==> src/rtl/spi_irq_cfg.svh <==
// Summary of operation
// Five mask bits, 0 masks and 1 passes, all reset to one.
// Masked status is raw condition ANDed with mask, resets to zero.
// Raw status reports each source regardless of mask, resets to zero.
// Reading tx overflow clear returns its state in bit 0 and clears it.
// Reading rx overflow clear returns its state in bit 0 and clears it.
// Reading rx underflow clear returns its state in bit 0 and clears it.
// Combined clear reads any-active, read clears all clearable interrupts.
// Multi-master clear location reads zero with no side effects.
// DMA control holds tx enable bit 1, rx enable bit 0, reset zero.
// Tx DMA request while enabled and tx level at or below watermark.
// Rx DMA request while enabled and rx level at least watermark plus one.
// Read-only 32-bit peripheral ident fixed at configuration.
// Read-only 32-bit component version constant.
// Data read pops rx FIFO right-justified, write pushes tx FIFO.
// Tx pushes only while enabled; both FIFOs held reset while disabled.
// Thirty-six aliased data locations behave identically.
// Raw tx empty active while tx level at or below tx threshold.
// Raw rx full active while rx level at least rx threshold plus one.
// Combined interrupt output is OR of masked status bits.
// Reserved bits read default value, writes to them ignored.
`ifndef SPI_IRQ_CFG_SVH
`define SPI_IRQ_CFG_SVH
`define OFS_INTERRUPT_MASK     8'h2c
`define OFS_MASKED_STATUS      8'h30
`define OFS_RAW_STATUS         8'h34
`define OFS_TX_OVERFLOW_CLEAR  8'h38
`define OFS_RX_OVERFLOW_CLEAR  8'h3c
`define OFS_RX_UNDERFLOW_CLEAR 8'h40
`define OFS_MULTI_MASTER_CLEAR 8'h44
`define OFS_COMBINED_CLEAR     8'h48
`define OFS_DMA_CONTROL        8'h4c
`define OFS_DMA_TX_LEVEL       8'h50
`define OFS_DMA_RX_LEVEL       8'h54
`define OFS_PERIPHERAL_IDENT   8'h58
`define OFS_COMPONENT_VERSION  8'h5c
`define OFS_DATA_FIRST         8'h60
`define DATA_WINDOW_COUNT      8'h24
`define MASK_RESET             5'h1f
`define MASK_RESERVED_BIT      32'h00000020
`define BIT_TX_EMPTY           0
`define BIT_TX_OVERFLOW        1
`define BIT_RX_UNDERFLOW       2
`define BIT_RX_OVERFLOW        3
`define BIT_RX_FULL            4
`define BIT_TX_DMA_ENABLE      1
`define BIT_RX_DMA_ENABLE      0
// Arbitrary neutral values
`define PERIPHERAL_IDENT_VALUE 32'h00000000
`define COMPONENT_VERSION_VALUE 32'h00010000
`define FIFO_DEPTH             16
`define FIFO_LEVEL_BITS        5
`endif

==> src/rtl/spi_irq_pkg.sv <==
package spi_irq_pkg;
  typedef struct packed {
    logic        sel;
    logic        write;
    logic [7:0]  addr;
    logic [31:0] wdata;
  } reg_req_t;
  typedef struct packed {
    logic        tx_full;
    logic        tx_empty;
    logic        rx_empty;
    logic [4:0]  tx_level;
    logic [4:0]  rx_level;
  } fifo_state_t;
endpackage

==> src/rtl/spi_irq_dma_data_regs.sv <==
`include "spi_irq_cfg.svh"
`timescale 1ns/1ps
`default_nettype none

module sync_fifo #(
  parameter int WIDTH = 16,
  parameter int DEPTH = 16,
  parameter int LW    = 5
) (
  input  wire logic             clk,
  input  wire logic             rst_n,
  input  wire logic             flush,
  input  wire logic             in_valid,
  output logic                  in_ready,
  input  wire logic [WIDTH-1:0] in_data,
  output logic                  out_valid,
  input  wire logic             out_ready,
  output logic [WIDTH-1:0]      out_data,
  output logic [LW-1:0]         level,
  output logic [LW-1:0]         level_next,
  output logic [WIDTH-1:0]      head_next
);
  logic [WIDTH-1:0] mem [DEPTH];
  logic [LW-2:0]    wr_ptr;
  logic [LW-2:0]    rd_ptr;
  logic [LW-2:0]    next_wr_ptr;
  logic [LW-2:0]    next_rd_ptr;
  logic [LW-1:0]    next_level;
  logic             push;
  logic             pop;

  assign in_ready  = (level != LW'(DEPTH));
  assign out_valid = (level != '0);
  assign out_data  = mem[rd_ptr];
  assign push      = in_valid && in_ready;
  assign pop       = out_valid && out_ready;

  // Lookahead lets the owner register what the FIFO shows next cycle
  assign level_next = next_level;
  // Forward a push into an empty head slot; zero when nothing will be held
  assign head_next  = (next_level == '0) ? '0
                    : ((push && (wr_ptr == next_rd_ptr)) ? in_data : mem[next_rd_ptr]);

  always_comb begin
    next_wr_ptr = push ? wr_ptr + 1'b1 : wr_ptr;
    next_rd_ptr = pop ? rd_ptr + 1'b1 : rd_ptr;
    next_level  = level + LW'(push) - LW'(pop);
    if (flush) begin
      next_wr_ptr = '0;
      next_rd_ptr = '0;
      next_level  = '0;
    end
  end

  always_ff @(posedge clk or negedge rst_n) begin
    if (!rst_n) begin
      wr_ptr <= '0;
      rd_ptr <= '0;
      level  <= '0;
    end else begin
      wr_ptr <= next_wr_ptr;
      rd_ptr <= next_rd_ptr;
      level  <= next_level;
    end
  end

  // Storage needs no reset; contents are unreadable until pushed
  always_ff @(posedge clk) begin
    if (push && !flush) begin
      mem[wr_ptr] <= in_data;
    end
  end
endmodule

module spi_irq_dma_data_regs
  import spi_irq_pkg::*;
(
  input  wire logic        SYS_CLK,
  input  wire logic        NRST,
  input  wire logic        SEL,
  input  wire logic        WRITE,
  input  wire logic [7:0]  ADDR,
  input  wire logic [31:0] WDATA,
  output logic [31:0]      RDATA,
  input  wire logic        CONTROLLER_ENABLE,
  input  wire logic [2:0]  TX_IRQ_THRESHOLD,
  input  wire logic [2:0]  RX_IRQ_THRESHOLD,
  output logic             TX_WORD_VALID,
  input  wire logic        TX_WORD_TAKE,
  output logic [15:0]      TX_WORD,
  input  wire logic        RX_WORD_VALID,
  output logic             RX_WORD_READY,
  input  wire logic [15:0] RX_WORD,
  output logic             SPI_IRQ,
  output logic             DMA_TX_REQ,
  output logic             DMA_RX_REQ
);
  reg_req_t    req;
  fifo_state_t fs;
  logic [4:0]  interrupt_mask;
  logic [4:0]  raw_interrupt_status;
  logic [1:0]  dma_control;
  logic [2:0]  tx_dma_watermark;
  logic [2:0]  rx_dma_watermark;
  logic [4:0]  next_interrupt_mask;
  logic [4:0]  next_raw;
  logic [1:0]  next_dma_control;
  logic [2:0]  next_tx_dma_watermark;
  logic [2:0]  next_rx_dma_watermark;
  logic [31:0] next_rdata;
  logic        next_irq;
  logic        next_tx_req;
  logic        next_rx_req;
  logic        sync_en_a;
  logic        sync_en;
  logic        flush;
  logic        is_data;
  logic        rd;
  logic        wr;
  logic        tx_push;
  logic        tx_ready;
  logic        rx_pop;
  logic        rx_valid;
  logic [15:0] rx_data;
  logic        tx_out_valid;
  logic        rx_in_ready;
  logic [4:0]  tx_level_next;
  logic [4:0]  rx_level_next;
  logic [15:0] tx_head_next;
  logic        next_tx_word_valid;
  logic        next_rx_word_ready;
  logic        wr_mask;
  logic        wr_dma_control;
  logic        wr_tx_watermark;
  logic        wr_rx_watermark;
  logic        clr_txo;
  logic        clr_rxo;
  logic        clr_rxu;
  logic        set_txo;
  logic        set_rxo;
  logic        set_rxu;
  logic        clear_any;
  logic [31:0] word_mask;
  logic [31:0] word_masked;
  logic [31:0] word_raw;
  logic [31:0] word_dma;
  logic [31:0] word_tx_watermark;
  logic [31:0] word_rx_watermark;

  assign req      = '{sel: SEL, write: WRITE, addr: ADDR, wdata: WDATA};
  assign rd       = req.sel && !req.write;
  assign wr       = req.sel && req.write;
  assign is_data  = (req.addr >= `OFS_DATA_FIRST)
                 && (req.addr < `OFS_DATA_FIRST + (`DATA_WINDOW_COUNT << 2))
                 && (req.addr[1:0] == 2'h0);
  // Enable pin is asynchronous to the bus clock
  always_ff @(posedge SYS_CLK or negedge NRST) begin
    if (!NRST) begin
      sync_en_a <= 1'b0;
      sync_en   <= 1'b0;
    end else begin
      sync_en_a <= CONTROLLER_ENABLE;
      sync_en   <= sync_en_a;
    end
  end
  assign flush   = !sync_en;
  assign tx_push = wr && is_data && sync_en; // see R14
  assign rx_pop  = rd && is_data && rx_valid;

  sync_fifo #(.WIDTH(16), .DEPTH(`FIFO_DEPTH), .LW(`FIFO_LEVEL_BITS)) tx_fifo (
    .clk       (SYS_CLK),
    .rst_n     (NRST),
    .flush     (flush),
    .in_valid  (tx_push),
    .in_ready  (tx_ready),
    .in_data   (req.wdata[15:0]),
    .out_valid (tx_out_valid),
    .out_ready (TX_WORD_TAKE),
    .out_data  (),
    .level     (fs.tx_level),
    .level_next (tx_level_next),
    .head_next (tx_head_next)
  );

  sync_fifo #(.WIDTH(16), .DEPTH(`FIFO_DEPTH), .LW(`FIFO_LEVEL_BITS)) rx_fifo (
    .clk       (SYS_CLK),
    .rst_n     (NRST),
    .flush     (flush),
    .in_valid  (RX_WORD_VALID),
    .in_ready  (rx_in_ready),
    .in_data   (RX_WORD),
    .out_valid (rx_valid),
    .out_ready (rx_pop),
    .out_data  (rx_data),
    .level     (fs.rx_level),
    .level_next (rx_level_next),
    .head_next ()
  );

  assign fs.tx_full  = !tx_ready;
  assign fs.tx_empty = !tx_out_valid;
  assign fs.rx_empty = !rx_valid;

  // Write strobes per register; other offsets outside the data window ignore writes
  assign wr_mask         = wr && (req.addr == `OFS_INTERRUPT_MASK);
  assign wr_dma_control  = wr && (req.addr == `OFS_DMA_CONTROL);
  assign wr_tx_watermark = wr && (req.addr == `OFS_DMA_TX_LEVEL);
  assign wr_rx_watermark = wr && (req.addr == `OFS_DMA_RX_LEVEL);

  // Clear and set events kept apart so the set can win below
  assign clr_txo = rd && (req.addr == `OFS_TX_OVERFLOW_CLEAR || req.addr == `OFS_COMBINED_CLEAR); // see R4
  assign clr_rxo = rd && (req.addr == `OFS_RX_OVERFLOW_CLEAR || req.addr == `OFS_COMBINED_CLEAR); // see R5
  assign clr_rxu = rd && (req.addr == `OFS_RX_UNDERFLOW_CLEAR || req.addr == `OFS_COMBINED_CLEAR); // see R6
  assign set_txo = wr && is_data && sync_en && !tx_ready;
  assign set_rxo = RX_WORD_VALID && !rx_in_ready && sync_en;
  assign set_rxu = rd && is_data && !rx_valid;

  // Read words, reserved bits at their defaults
  assign word_mask         = `MASK_RESERVED_BIT | {27'h0, interrupt_mask};
  assign word_masked       = {27'h0, raw_interrupt_status & interrupt_mask};
  assign word_raw          = {27'h0, raw_interrupt_status};
  assign word_dma          = {30'h0, dma_control};
  assign word_tx_watermark = {29'h0, tx_dma_watermark};
  assign word_rx_watermark = {29'h0, rx_dma_watermark};
  assign clear_any         = |(raw_interrupt_status[3:1] & interrupt_mask[3:1]);

  always_comb begin
    next_interrupt_mask   = interrupt_mask;
    next_dma_control      = dma_control;
    next_tx_dma_watermark = tx_dma_watermark;
    next_rx_dma_watermark = rx_dma_watermark;
    if (wr_mask) begin
      next_interrupt_mask = req.wdata[4:0]; // see R1
    end
    if (wr_dma_control) begin
      next_dma_control = req.wdata[1:0];
    end
    if (wr_tx_watermark) begin
      next_tx_dma_watermark = req.wdata[2:0];
    end
    if (wr_rx_watermark) begin
      next_rx_dma_watermark = req.wdata[2:0];
    end
  end

  // Sticky event bits: a new event in the clearing cycle survives the clear
  always_comb begin
    next_raw = raw_interrupt_status;
    next_raw[`BIT_TX_EMPTY] = (fs.tx_level <= {2'b00, TX_IRQ_THRESHOLD});
    next_raw[`BIT_RX_FULL]  = (fs.rx_level >= {2'b00, RX_IRQ_THRESHOLD} + 5'h1);
    if (clr_txo) begin
      next_raw[`BIT_TX_OVERFLOW] = 1'b0; // see R4
    end
    if (clr_rxo) begin
      next_raw[`BIT_RX_OVERFLOW] = 1'b0; // see R5
    end
    if (clr_rxu) begin
      next_raw[`BIT_RX_UNDERFLOW] = 1'b0; // see R6
    end
    if (set_txo) begin
      next_raw[`BIT_TX_OVERFLOW] = 1'b1;
    end
    if (set_rxo) begin
      next_raw[`BIT_RX_OVERFLOW] = 1'b1;
    end
    if (set_rxu) begin
      next_raw[`BIT_RX_UNDERFLOW] = 1'b1;
    end
    if (flush) begin
      next_raw[`BIT_TX_OVERFLOW]  = 1'b0;
      next_raw[`BIT_RX_OVERFLOW]  = 1'b0;
      next_raw[`BIT_RX_UNDERFLOW] = 1'b0;
    end
  end

  always_comb begin
    next_rdata = 32'h00000000;
    if (rd) begin
      if (is_data) begin
        next_rdata = {16'h0000, rx_valid ? rx_data : 16'h0000}; // see R14
      end else begin
        unique case (req.addr)
          `OFS_INTERRUPT_MASK:     next_rdata = word_mask;
          `OFS_MASKED_STATUS:      next_rdata = word_masked;
          `OFS_RAW_STATUS:         next_rdata = word_raw;
          `OFS_TX_OVERFLOW_CLEAR:  next_rdata = {31'h0, raw_interrupt_status[`BIT_TX_OVERFLOW]};
          `OFS_RX_OVERFLOW_CLEAR:  next_rdata = {31'h0, raw_interrupt_status[`BIT_RX_OVERFLOW]};
          `OFS_RX_UNDERFLOW_CLEAR: next_rdata = {31'h0, raw_interrupt_status[`BIT_RX_UNDERFLOW]};
          `OFS_MULTI_MASTER_CLEAR: next_rdata = 32'h00000000;
          `OFS_COMBINED_CLEAR:     next_rdata = {31'h0, clear_any};
          `OFS_DMA_CONTROL:        next_rdata = word_dma;
          `OFS_DMA_TX_LEVEL:       next_rdata = word_tx_watermark;
          `OFS_DMA_RX_LEVEL:       next_rdata = word_rx_watermark;
          `OFS_PERIPHERAL_IDENT:   next_rdata = `PERIPHERAL_IDENT_VALUE;
          `OFS_COMPONENT_VERSION:  next_rdata = `COMPONENT_VERSION_VALUE;
          default:                 next_rdata = 32'h00000000;
        endcase
      end
    end
  end

  // Requests follow the current level; one-cycle lag is acceptable to the DMA engine
  always_comb begin
    next_irq    = |(next_raw & next_interrupt_mask);
    next_tx_req = next_dma_control[`BIT_TX_DMA_ENABLE]
               && (fs.tx_level <= {2'b00, next_tx_dma_watermark});
    next_rx_req = next_dma_control[`BIT_RX_DMA_ENABLE]
               && (fs.rx_level >= {2'b00, next_rx_dma_watermark} + 5'h1);
  end

  // Pins follow the FIFO lookahead, so they match the FIFO state cycle for cycle
  always_comb begin
    next_tx_word_valid = (tx_level_next != 5'h00);
    next_rx_word_ready = (rx_level_next != 5'(`FIFO_DEPTH));
  end

  always_ff @(posedge SYS_CLK or negedge NRST) begin
    if (!NRST) begin
      interrupt_mask   <= `MASK_RESET;
      dma_control      <= 2'h0;
      tx_dma_watermark <= 3'h0;
      rx_dma_watermark <= 3'h0;
    end else begin
      interrupt_mask   <= next_interrupt_mask;
      dma_control      <= next_dma_control;
      tx_dma_watermark <= next_tx_dma_watermark;
      rx_dma_watermark <= next_rx_dma_watermark;
    end
  end

  always_ff @(posedge SYS_CLK or negedge NRST) begin
    if (!NRST) begin
      raw_interrupt_status <= 5'h00;
    end else begin
      raw_interrupt_status <= next_raw;
    end
  end

  always_ff @(posedge SYS_CLK or negedge NRST) begin
    if (!NRST) begin
      RDATA <= 32'h00000000;
    end else begin
      RDATA <= next_rdata;
    end
  end

  always_ff @(posedge SYS_CLK or negedge NRST) begin
    if (!NRST) begin
      SPI_IRQ    <= 1'b0;
      DMA_TX_REQ <= 1'b0;
      DMA_RX_REQ <= 1'b0;
    end else begin
      SPI_IRQ    <= next_irq;
      DMA_TX_REQ <= next_tx_req;
      DMA_RX_REQ <= next_rx_req;
    end
  end

  // Ready stays high in reset; a flushed rx FIFO always has room
  always_ff @(posedge SYS_CLK or negedge NRST) begin
    if (!NRST) begin
      TX_WORD_VALID <= 1'b0;
      TX_WORD       <= 16'h0000;
      RX_WORD_READY <= 1'b1;
    end else begin
      TX_WORD_VALID <= next_tx_word_valid;
      TX_WORD       <= tx_head_next;
      RX_WORD_READY <= next_rx_word_ready;
    end
  end
endmodule

`default_nettype wire

==> config.mk <==
export PLATFORM = sky130hd
export DESIGN_NAME = spi_irq_dma_data_regs
export DESIGN_NICKNAME = d
export VERILOG_FILES = /design/src/rtl/spi_irq_pkg.sv /design/src/rtl/spi_irq_dma_data_regs.sv
export VERILOG_INCLUDE_DIRS = /design/src /design/src/rtl
export SDC_FILE = /design/constraint.sdc
export NUM_CORES = 1
export LEC_CHECK = 0
export BUFFER_PORTS_ARGS = -buffer_cell sky130_fd_sc_hd__buf_2
export CORE_MARGIN = 2
export CORE_UTILIZATION = 40
export DETAILED_ROUTE_END_ITERATION = 8
export GPL_TIMING_DRIVEN = 0
export MAX_ROUTING_LAYER = met4
export PLACE_DENSITY_LB_ADDON = 0.12
export SETUP_SLACK_MARGIN = 0.02
export SLEW_MARGIN = 20
export SYNTH_ARGS = -nofsm -noshare
export SYNTH_HDL_FRONTEND = slang
export SYNTH_HIERARCHICAL = 1
export SYNTH_SLANG_ARGS = --single-unit
==> constraint.sdc <==
create_clock -name SYS_CLK -period 5.1 [get_ports SYS_CLK]
set_input_delay 0.255 -clock SYS_CLK [delete_from_list [all_inputs] [get_ports SYS_CLK]]
set_output_delay 0.255 -clock SYS_CLK [all_outputs]
set_load 0.005 [all_outputs]
==> flow_summary.ini, run 1 <==
[pwr]
switchingPower_mw = 3.34
p_int_mw = 8.91
p_clk_share_pct = 37.6
power.density_nw_per_um2 = 414
seqPwrFrac_pct = 45.3
ir_worst_vdd_mv = 0.234
p_comb_share_pct = 17.0
p_sw_share_pct = 27.3
p_leak_nw = 10.4

[timing]
fmax_mhz = 233
layout_min_cycle_time_ns = 4.29
fin_crit_sh_pct = 84.1
hold_viol = 0
grt_setup_unrepaired = no
finalSetupViolations = 0
slew_violations = 0
final.setup.worst_slack_ns = 0.810
finClkSkew_ns = 0.0308
fin_tns_setup_ns = 0
relSlewSlack_pct = 30.8
tightest_slew_ns = 1.04

[drt]
routedWlPerCell_um = 23.1
wl_um = 65200
routed_via_density = 5.39
ant_nets = 0
drc = 0
drtIter0Drc = 1060
vias = 15224
dr.pass1.iters = 5

[layout]
stdcell_count = 2826
antenna_cells = 0
drive_gt1_share_pct = 20.1
final_area_sq_um = 29600
final_net_count = 2037
fillers = 5593
area_growth_pct = 17.0

[place]
io_buffers = 87
dp_slack_ns = 0.430
dp_cells = 2701
dp_hpwl_um = 44900
place_congestion = 0.868
placed_area_sq_um = 27400

[setup_path]
cp_top_family = buffers and inverters
path_class = reg -> reg
critPathArrivalTime_ns = 4.82
worstRegToRegCells = 19
crit_chain = inv_1 -> ha_1 -> nor4b_4 -> inv_2 -> buf_4 -> nand3_1 -> nor2_1 -> clkbuf_1 -> buf_2 -> nand2_1 -> inv_2 -> ha_1 -> inv_1 -> ha_1 -> inv_1 -> fa_1 -> nor2_1 -> nor4_1 -> nand2_1
cp_num_cells = 19
critPathLaunchType = register
crit_path_max_fanout = 10
crit_buf_inv = 8
crit_slowest_cell = nor2_1
endpoint_kind = register
cpPeakStageDelay_ns = 0.58
critPathRequiredTime_ns = 5.63

[clock_tree]
cts_max_path_buffers = 3
cts_tree = built
cts_setup_buffers = 0
clk_latency_ns = 0.62
numCtsBuffers = 67
h-tree-depth = 3
clk_pin_slew_ns = 0.06
cts_sinks = 596
hold_buffers = 5
root_buffer = clkbuf_16
cts_resized = 0

[global_route]
met3_usage_pct = 2.98
grt-ovfl-total = 0
track_usage_pct = 20.4
first_global_vias = 15407
met1_usage_pct = 26.1
antenna_found_initial = 0
groute.layer.met2.usage_pct = 34.1
busiest_layer = met2
grt_first_pass_wirelength_um = 97800
grt_max_degree = 66

[synth]
synth_area_sq_um = 25300
ys_warn_count = 6
avgSynthCellArea_sq_um = 14.7
syn_inst = 1715

[floorplan]
core_sq_um = 62900
io_pins = 122
rows = 92
initial_utilization_pct = 40.2
die_height_um = 255
die_w_um = 255
dieArea_sq_um = 65300

[worst_hold_path]
hp-class = in -> reg
whs_path_depth = 1

[run]
maxCapViolCount = 0

[run_status]
status = finished, final reports clean
## registers in the layout, indices dropped and copies added (netlist names), 2 cells and up
signal and flops:
RDATA 17, rx_fifo/rd_ptr 4, rx_fifo/wr_ptr 4, interrupt_mask 5, rx_dma_watermark 3, rx_fifo/level 5
tx_fifo/rd_ptr 4, TX_WORD 16, rx_fifo/mem 256, tx_fifo/level 5, tx_fifo/wr_ptr 4, tx_dma_watermark 3
raw_interrupt_status 5, dma_control 2, tx_fifo/mem 256
## per-layer routing
| layer | part of all wire, % | vias to the layer above |
|---|---|---|
| met3 | 3.9 | 103 |
| met1 | 43 | 7742 |
| li1 | - | 7002 |
| met2 | 50 | 377 |
| met5 | 0 | - |
| met4 | 2.5 | 0 |
## layout by cell type, fill, tap and decap left out, types with 14 or more instances in the layout
cell type  count
and2_1        18
clkbuf_16     68
a32o_1        32
nand3_1       27
a22o_1        15
a22oi_1       23
a221oi_1      33
conb_1        15
a211oi_1      16
edfxtp_1     512
o32ai_1       17
a21oi_1       78
ha_1          37
o31ai_2       14
buf_4         38
nand2_1      194
nor2_2        22
buf_2        116
mux2i_1       83
o21ai_0       36
a32oi_1       20
mux4_2        32
dfrtp_1       78
nor2_1        39
inv_1         42
buf_6         14
clkbuf_1      81
and3_1        28
xnor2_1       15
## layout make-up
cell class              count  area [sq um]  share of cell area (%)
flip-flops and latches    596         17500                    59.1
multi-input cells         954          7160                    24.2
clock buffers              90          1820                    6.17
well taps                 846          1060                    3.58
repair buffers            131           928                    3.14
plain buffers             131           639                    2.16
clock inverters            30           308                    1.04
inverters                  48           180                   0.609
## final timing paths
| kind | from | to | slack, ns |
|---|---|---|---|
| max | rx_fifo/level[3]$_DFF_PN0_ | RX_WORD_READY$_DFF_PN1_ | 0.81 |
| min | RX_WORD[11] | rx_fifo/mem[10][11]$_DFFE_PP_ | 0.04 |
| max reg2reg | rx_fifo/level[3]$_DFF_PN0_ | RX_WORD_READY$_DFF_PN1_ | 0.81 |
| min reg2reg | sync_en_a$_DFF_PN0_ | sync_en$_DFF_PN0_ | 0.36 |
| max in group asynchronous | NRST | interrupt_mask[4]$_DFF_PN1_ | 4.27 |
| min in group asynchronous | NRST | TX_WORD[6]$_DFF_PN0_ | 0.11 |
## metrics by stage
step / util (%) / hold WS [ns] / power (mW)
6_report: 47.1 / 0.0360 / 12.3
3_3_place_gp: 42.7 / 0.338 / 7.70
4_1_cts: 47.1 / 0.00429 / 12.4
5_1_grt: 47.1 / 0.0245 / 12.8
2_1_floorplan: - / -0.0406 / 7.01
3_5_place_dp: 43.6 / 0.164 / 7.74
## power by group through the flow
stage,sequential [mW],combinational [mW],clock (mW)
2_1_floorplan,5.63,1.38,0
3_3_place_gp,5.66,2.04,0
3_5_place_dp,5.66,2.08,0
4_1_cts,5.56,2.09,4.73
5_1_grt,5.57,2.29,4.91
6_report,5.56,2.09,4.61
Note: power is estimated with default switching activity, not from simulation.
==> run 2, diff against run 1 <==
clock period = 4.4 ns   (was 5.1 ns; I/O delays follow)
==> run 2 against run 1 <==
Against the previous run: sequential power rose by 16%; highest routed layer unchanged; final cell count rose by 0.60%; via count rose by 0.64%; routed wire length barely moved; critical path type is now in -> reg; die area did not move.
==> flow_summary.ini, run 2 (same netlist as run 1, synthesis figures left out) <==
[drt]
dr.pass1.iters = 7
drc = 0
ant_nets = 0
routedWlPerCell_um = 22.9
wl_um = 65200
routed_via_density = 5.39
vias = 15322
drtIter0Drc = 1231

[clock_tree]
cts_tree = built
clk_pin_slew_ns = 0.06
numCtsBuffers = 67
cts_max_path_buffers = 3
clk_latency_ns = 0.62
cts_sinks = 596
h-tree-depth = 3
root_buffer = clkbuf_16
cts_setup_buffers = 0

[place]
io_buffers = 87
dp_slack_ns = -0.235
placed_area_sq_um = 27400
dp_hpwl_um = 44900
dp_cells = 2701
place_congestion = 0.868

[worst_hold_path]
whs_path_depth = 1
hp-class = in -> reg

[pwr]
power.density_nw_per_um2 = 478
ir_worst_vdd_mv = 0.271
finalPower_mw = 14.2
p_leak_nw = 10.5

[timing]
tightest_slew_ns = 1.05
fin_crit_sh_pct = 93.9
hold_viol = 0
holdWs_ns = 0.0325
finalSetupViolations = 0
fin_tns_setup_ns = 0
relSlewSlack_pct = 30.0
layout_min_cycle_time_ns = 4.13
fmax_mhz = 242
final.setup.worst_slack_ns = 0.270
finClkSkew_ns = 0.0297
grt_setup_unrepaired = yes
slew_violations = 0

[setup_path]
r2r_slack_ns = 0.30
path_class = in -> reg
critPathLaunchType = primary input
worstRegToRegCells = 19
crit_path_max_fanout = 10
critPathRequiredTime_ns = 4.90
endpoint_kind = register
critPathArrivalTime_ns = 4.63

[floorplan]
rows = 92
dieArea_sq_um = 65300
die_w_um = 255
die_height_um = 255
core_sq_um = 62900
io_pins = 122
initial_utilization_pct = 40.2

[run_status]
status = finished, final reports clean

[global_route]
first_global_vias = 15490
track_usage_pct = 20.5
grt_first_pass_wirelength_um = 98100
antenna_found_initial = 0
grt-ovfl-total = 0
grt_max_degree = 66

[layout]
final_area_sq_um = 29800
stdcell_count = 2843
top_regs = rx_fifo/mem: 256 flops, tx_fifo/mem: 256 flops, RDATA: 17 flops
utilization_pct = 47.4
drive_gt1_share_pct = 20.0
final_net_count = 2054
layout_commonest_cell = edfxtp_1
antenna_cells = 0
final_cell_mix = edfxtp_1, nand2_1, buf_2
fillers = 5578
area_growth_pct = 17.7

[run]
maxCapViolCount = 0
## run 2: metal layers
layer | GRT usage [%] | up-vias | share of wire (%)
met1 | 26.1 | 7795 | 43
met2 | 34.2 | 381 | 50
met3 | 2.98 | 101 | 3.7
met4 | 5.67 | 0 | 2.5
li1 | - | 7045 | -
met5 | - | - | 0
## run 2: path summary, 6_finish.rpt
kind / startpoint / to
worst max-delay path: ADDR[0] / TX_WORD[10]$_DFF_PN0_
worst min-delay path: RX_WORD[13] / rx_fifo/mem[1][13]$_DFFE_PP_
worst max register to register: tx_fifo/level[2]$_DFF_PN0_ / TX_WORD[10]$_DFF_PN0_
worst min register to register: sync_en_a$_DFF_PN0_ / sync_en$_DFF_PN0_
max in group asynchronous: NRST / interrupt_mask[4]$_DFF_PN1_
min in group asynchronous: NRST / TX_WORD[6]$_DFF_PN0_
## run 2: layout make-up
cell class | instances | area (sq um) | area share (%)
Buffer | 131 | 642 | 2.16
Clock buffer | 90 | 1820 | 6.13
Clock inverter | 30 | 308 | 1.03
Inverter | 48 | 180 | 0.605
Multi-Input combinational cell | 954 | 7180 | 24.1
Sequential cell | 596 | 17500 | 58.7
Tap cell | 846 | 1060 | 3.56
Timing Repair Buffer | 148 | 1100 | 3.69
## run 2: power breakdown
part	internal [mW]	total, mW	switching, mW	leakage [nW]
clock	3.08	5.35	2.27	1.04
combinational	0.951	2.45	1.50	3.77
sequential	6.32	6.44	0.125	5.71
## run 2: critical path, cell delays in order
cell and delay, ns:
dlygate4sd3_1 0.53, buf_2 0.15, nor2_1 0.32, and4_1 0.29, and2_1 0.14, clkbuf_1 0.22, inv_1 0.17, ha_1 0.32
inv_1 0.06, ha_1 0.15, inv_1 0.06, fa_1 0.43, inv_1 0.07, a21oi_1 0.06, o21bai_1 0.15, xnor2_1 0.14
a41oi_4 0.50, nand2b_4 0.17, buf_8 0.19, o31ai_2 0.28
## run 2: repair_timing
item | in CTS | in global routing
hold endpoints to repair | 274 | 0
pin swaps | 0 | 0
setup endpoints to repair | 1 | 13
gates cloned | 0 | 0
hold buffers | 22 | 0
gates resized for setup | 1 | 5
==> run 3, diff against run 2 <==
CELL_PAD_IN_SITES_DETAIL_PLACEMENT = 0   (was not set)
CELL_PAD_IN_SITES_GLOBAL_PLACEMENT = 2   (was not set)
PLACE_DENSITY = 0.86   (was not set)
PLACE_DENSITY_LB_ADDON = not set   (was 0.12)
==> run 3 against run 2 <==
Against the previous run: critical path depth down 1; combinational power grew 2%; clock power about the same; sequential power about the same; hold slack gained 0.0049 ns; critical path type is now reg -> reg; sequential cell count unchanged.
==> flow_summary.ini, run 3 (same netlist as run 1, synthesis figures left out) <==
[run_status]
status = finished, final reports clean

[global_route]
antenna_found_initial = 4
grt_first_pass_wirelength_um = 95600
grt_max_degree = 68
grt-ovfl-total = 0
first_global_vias = 15690
track_usage_pct = 19.6

[setup_path]
crit_path_max_fanout = 8
critPathArrivalTime_ns = 4.50
critPathRequiredTime_ns = 4.85
endpoint_kind = register
critPathLaunchType = register
r2r_slack_ns = 0.35
path_class = reg -> reg

[drt]
routedWlPerCell_um = 22.2
dr.pass1.iters = 7
vias = 15648
wl_um = 63300
ant_nets = 0
routed_via_density = 5.49
drtIter0Drc = 1322
drc = 0

[place]
io_buffers = 87
placed_area_sq_um = 27400
dp_hpwl_um = 43200
place_congestion = 0.869

[timing]
hold_viol = 0
grt_setup_unrepaired = no
relSlewSlack_pct = 39.3
fmax_mhz = 247
layout_min_cycle_time_ns = 4.05
finClkSkew_ns = 0.0508
holdWs_ns = 0.0374
fin_crit_sh_pct = 92.1
slew_violations = 0
tightest_slew_ns = 0.905
finalSetupViolations = 0

[layout]
seq_area_sq_um = 17500
top_regs = rx_fifo/mem: 256 flops, tx_fifo/mem: 256 flops, RDATA: 17 flops
area_growth_pct = 18.0
multi_input_area_sq_um = 7170
final_net_count = 2058
fillers = 5476
final_cell_mix = edfxtp_1, nand2_1, buf_2
layout_commonest_cell = edfxtp_1
drive_gt1_share_pct = 20.0
final_area_sq_um = 29800

[pwr]
p_leak_nw = 10.5
p_sw_share_pct = 26.8
switchingPower_mw = 3.83
p_int_mw = 10.4
finalPower_mw = 14.3
p_comb_share_pct = 17.5
power.density_nw_per_um2 = 478
ir_worst_vdd_mv = 0.405
p_clk_share_pct = 37.4
seqPwrFrac_pct = 45.1

[run]
maxCapViolCount = 0

[clock_tree]
clk_latency_ns = 0.65
clk_pin_slew_ns = 0.06
h-tree-depth = 2
cts_max_path_buffers = 3
root_buffer = clkbuf_16
cts_tree = built
numCtsBuffers = 61
cts_sinks = 596

[floorplan]
dieArea_sq_um = 65300
die_w_um = 255
initial_utilization_pct = 40.2
io_pins = 122
die_height_um = 255
rows = 92
core_sq_um = 62900

[worst_hold_path]
hp-class = in -> reg
-- run 3: timing repair --
action | 4_1_cts | 5_1_grt
setup endpoints to repair | 15 | 17
buffers inserted | 0 | 1
pin swaps | 0 | 1
hold buffers | 33 | 0
endpoints found under the hold margin | 418 | 0
gates resized for setup | 1 | 7
-- run 3: power groups by stage --
stage               sequential [mW]  clock [mW]  combinational [mW]
finish                         6.44        5.34                2.49
global route                   6.46        5.66                2.72
CTS                            6.44        5.44                2.45
detailed placement             6.56           0                2.40
global placement               6.55           0                2.35
floorplan                      6.53           0                1.59
-- run 3: path summary, 6_finish.rpt --
kind	startpoint	endpoint	depth (start not counted)
setup / recovery	tx_fifo/level[2]$_DFF_PN0_	TX_WORD[0]$_DFF_PN0_	19
hold / removal	WDATA[5]	tx_fifo/mem[0][5]$_DFFE_PP_	1
setup reg to reg	tx_fifo/level[2]$_DFF_PN0_	TX_WORD[0]$_DFF_PN0_	19
hold reg to reg	sync_en_a$_DFF_PN0_	sync_en$_DFF_PN0_	0
max in group asynchronous	NRST	RDATA[11]$_DFF_PN0_	4
min in group asynchronous	NRST	RDATA[6]$_DFF_PN0_	3
-- run 3: critical path, stage by stage (launching register included) --
cell and delay, ns:
dfrtp_1 0.42, inv_1 0.09, ha_1 0.21, nand4b_1 0.12, and2_1 0.16, clkbuf_1 0.22, inv_1 0.19, ha_1 0.32
inv_1 0.06, ha_1 0.16, inv_1 0.06, fa_1 0.42, inv_1 0.07, a21oi_1 0.05, o21bai_1 0.15, xnor2_1 0.14
a41oi_4 0.27, buf_12 0.17, nand2b_4 0.11, o31ai_2 0.46
-- run 3: through the flow --
step	setup slack (ns)	TNS [ns]	cells	utilization, %
final	0.349	0	2850	47.5
after detailed placement	-0.664	-8.70	2699	43.5
after CTS	0.0981	0	2847	47.4
after global placement	-0.661	-39.30	2662	42.7
after global routing	0.0559	0	2850	47.5
after floorplan	0.571	0	1729	-
-- run 3: area by class of cell --
cell class / instances / share of cell area [%]
Sequential cell: 596 / 58.6
Multi-Input combinational cell: 954 / 24.0
Clock buffer: 82 / 5.51
Timing Repair Buffer: 158 / 4.03
Tap cell: 846 / 3.55
Buffer: 131 / 2.15
Clock inverter: 33 / 1.51
Inverter: 48 / 0.604
Antenna cell: 2 / 0.0168
-- run 3: per-layer routing --
| metal | vias to the layer above | global-route usage (%) | share of wire, % |
|---|---|---|---|
| met1 | 7921 | 25.9 | 43 |
| met4 | 0 | 5.77 | 2.6 |
| met2 | 569 | 31.6 | 48 |
| met5 | - | - | 0 |
| met3 | 110 | 2.89 | 6.6 |
| li1 | 7048 | - | - |
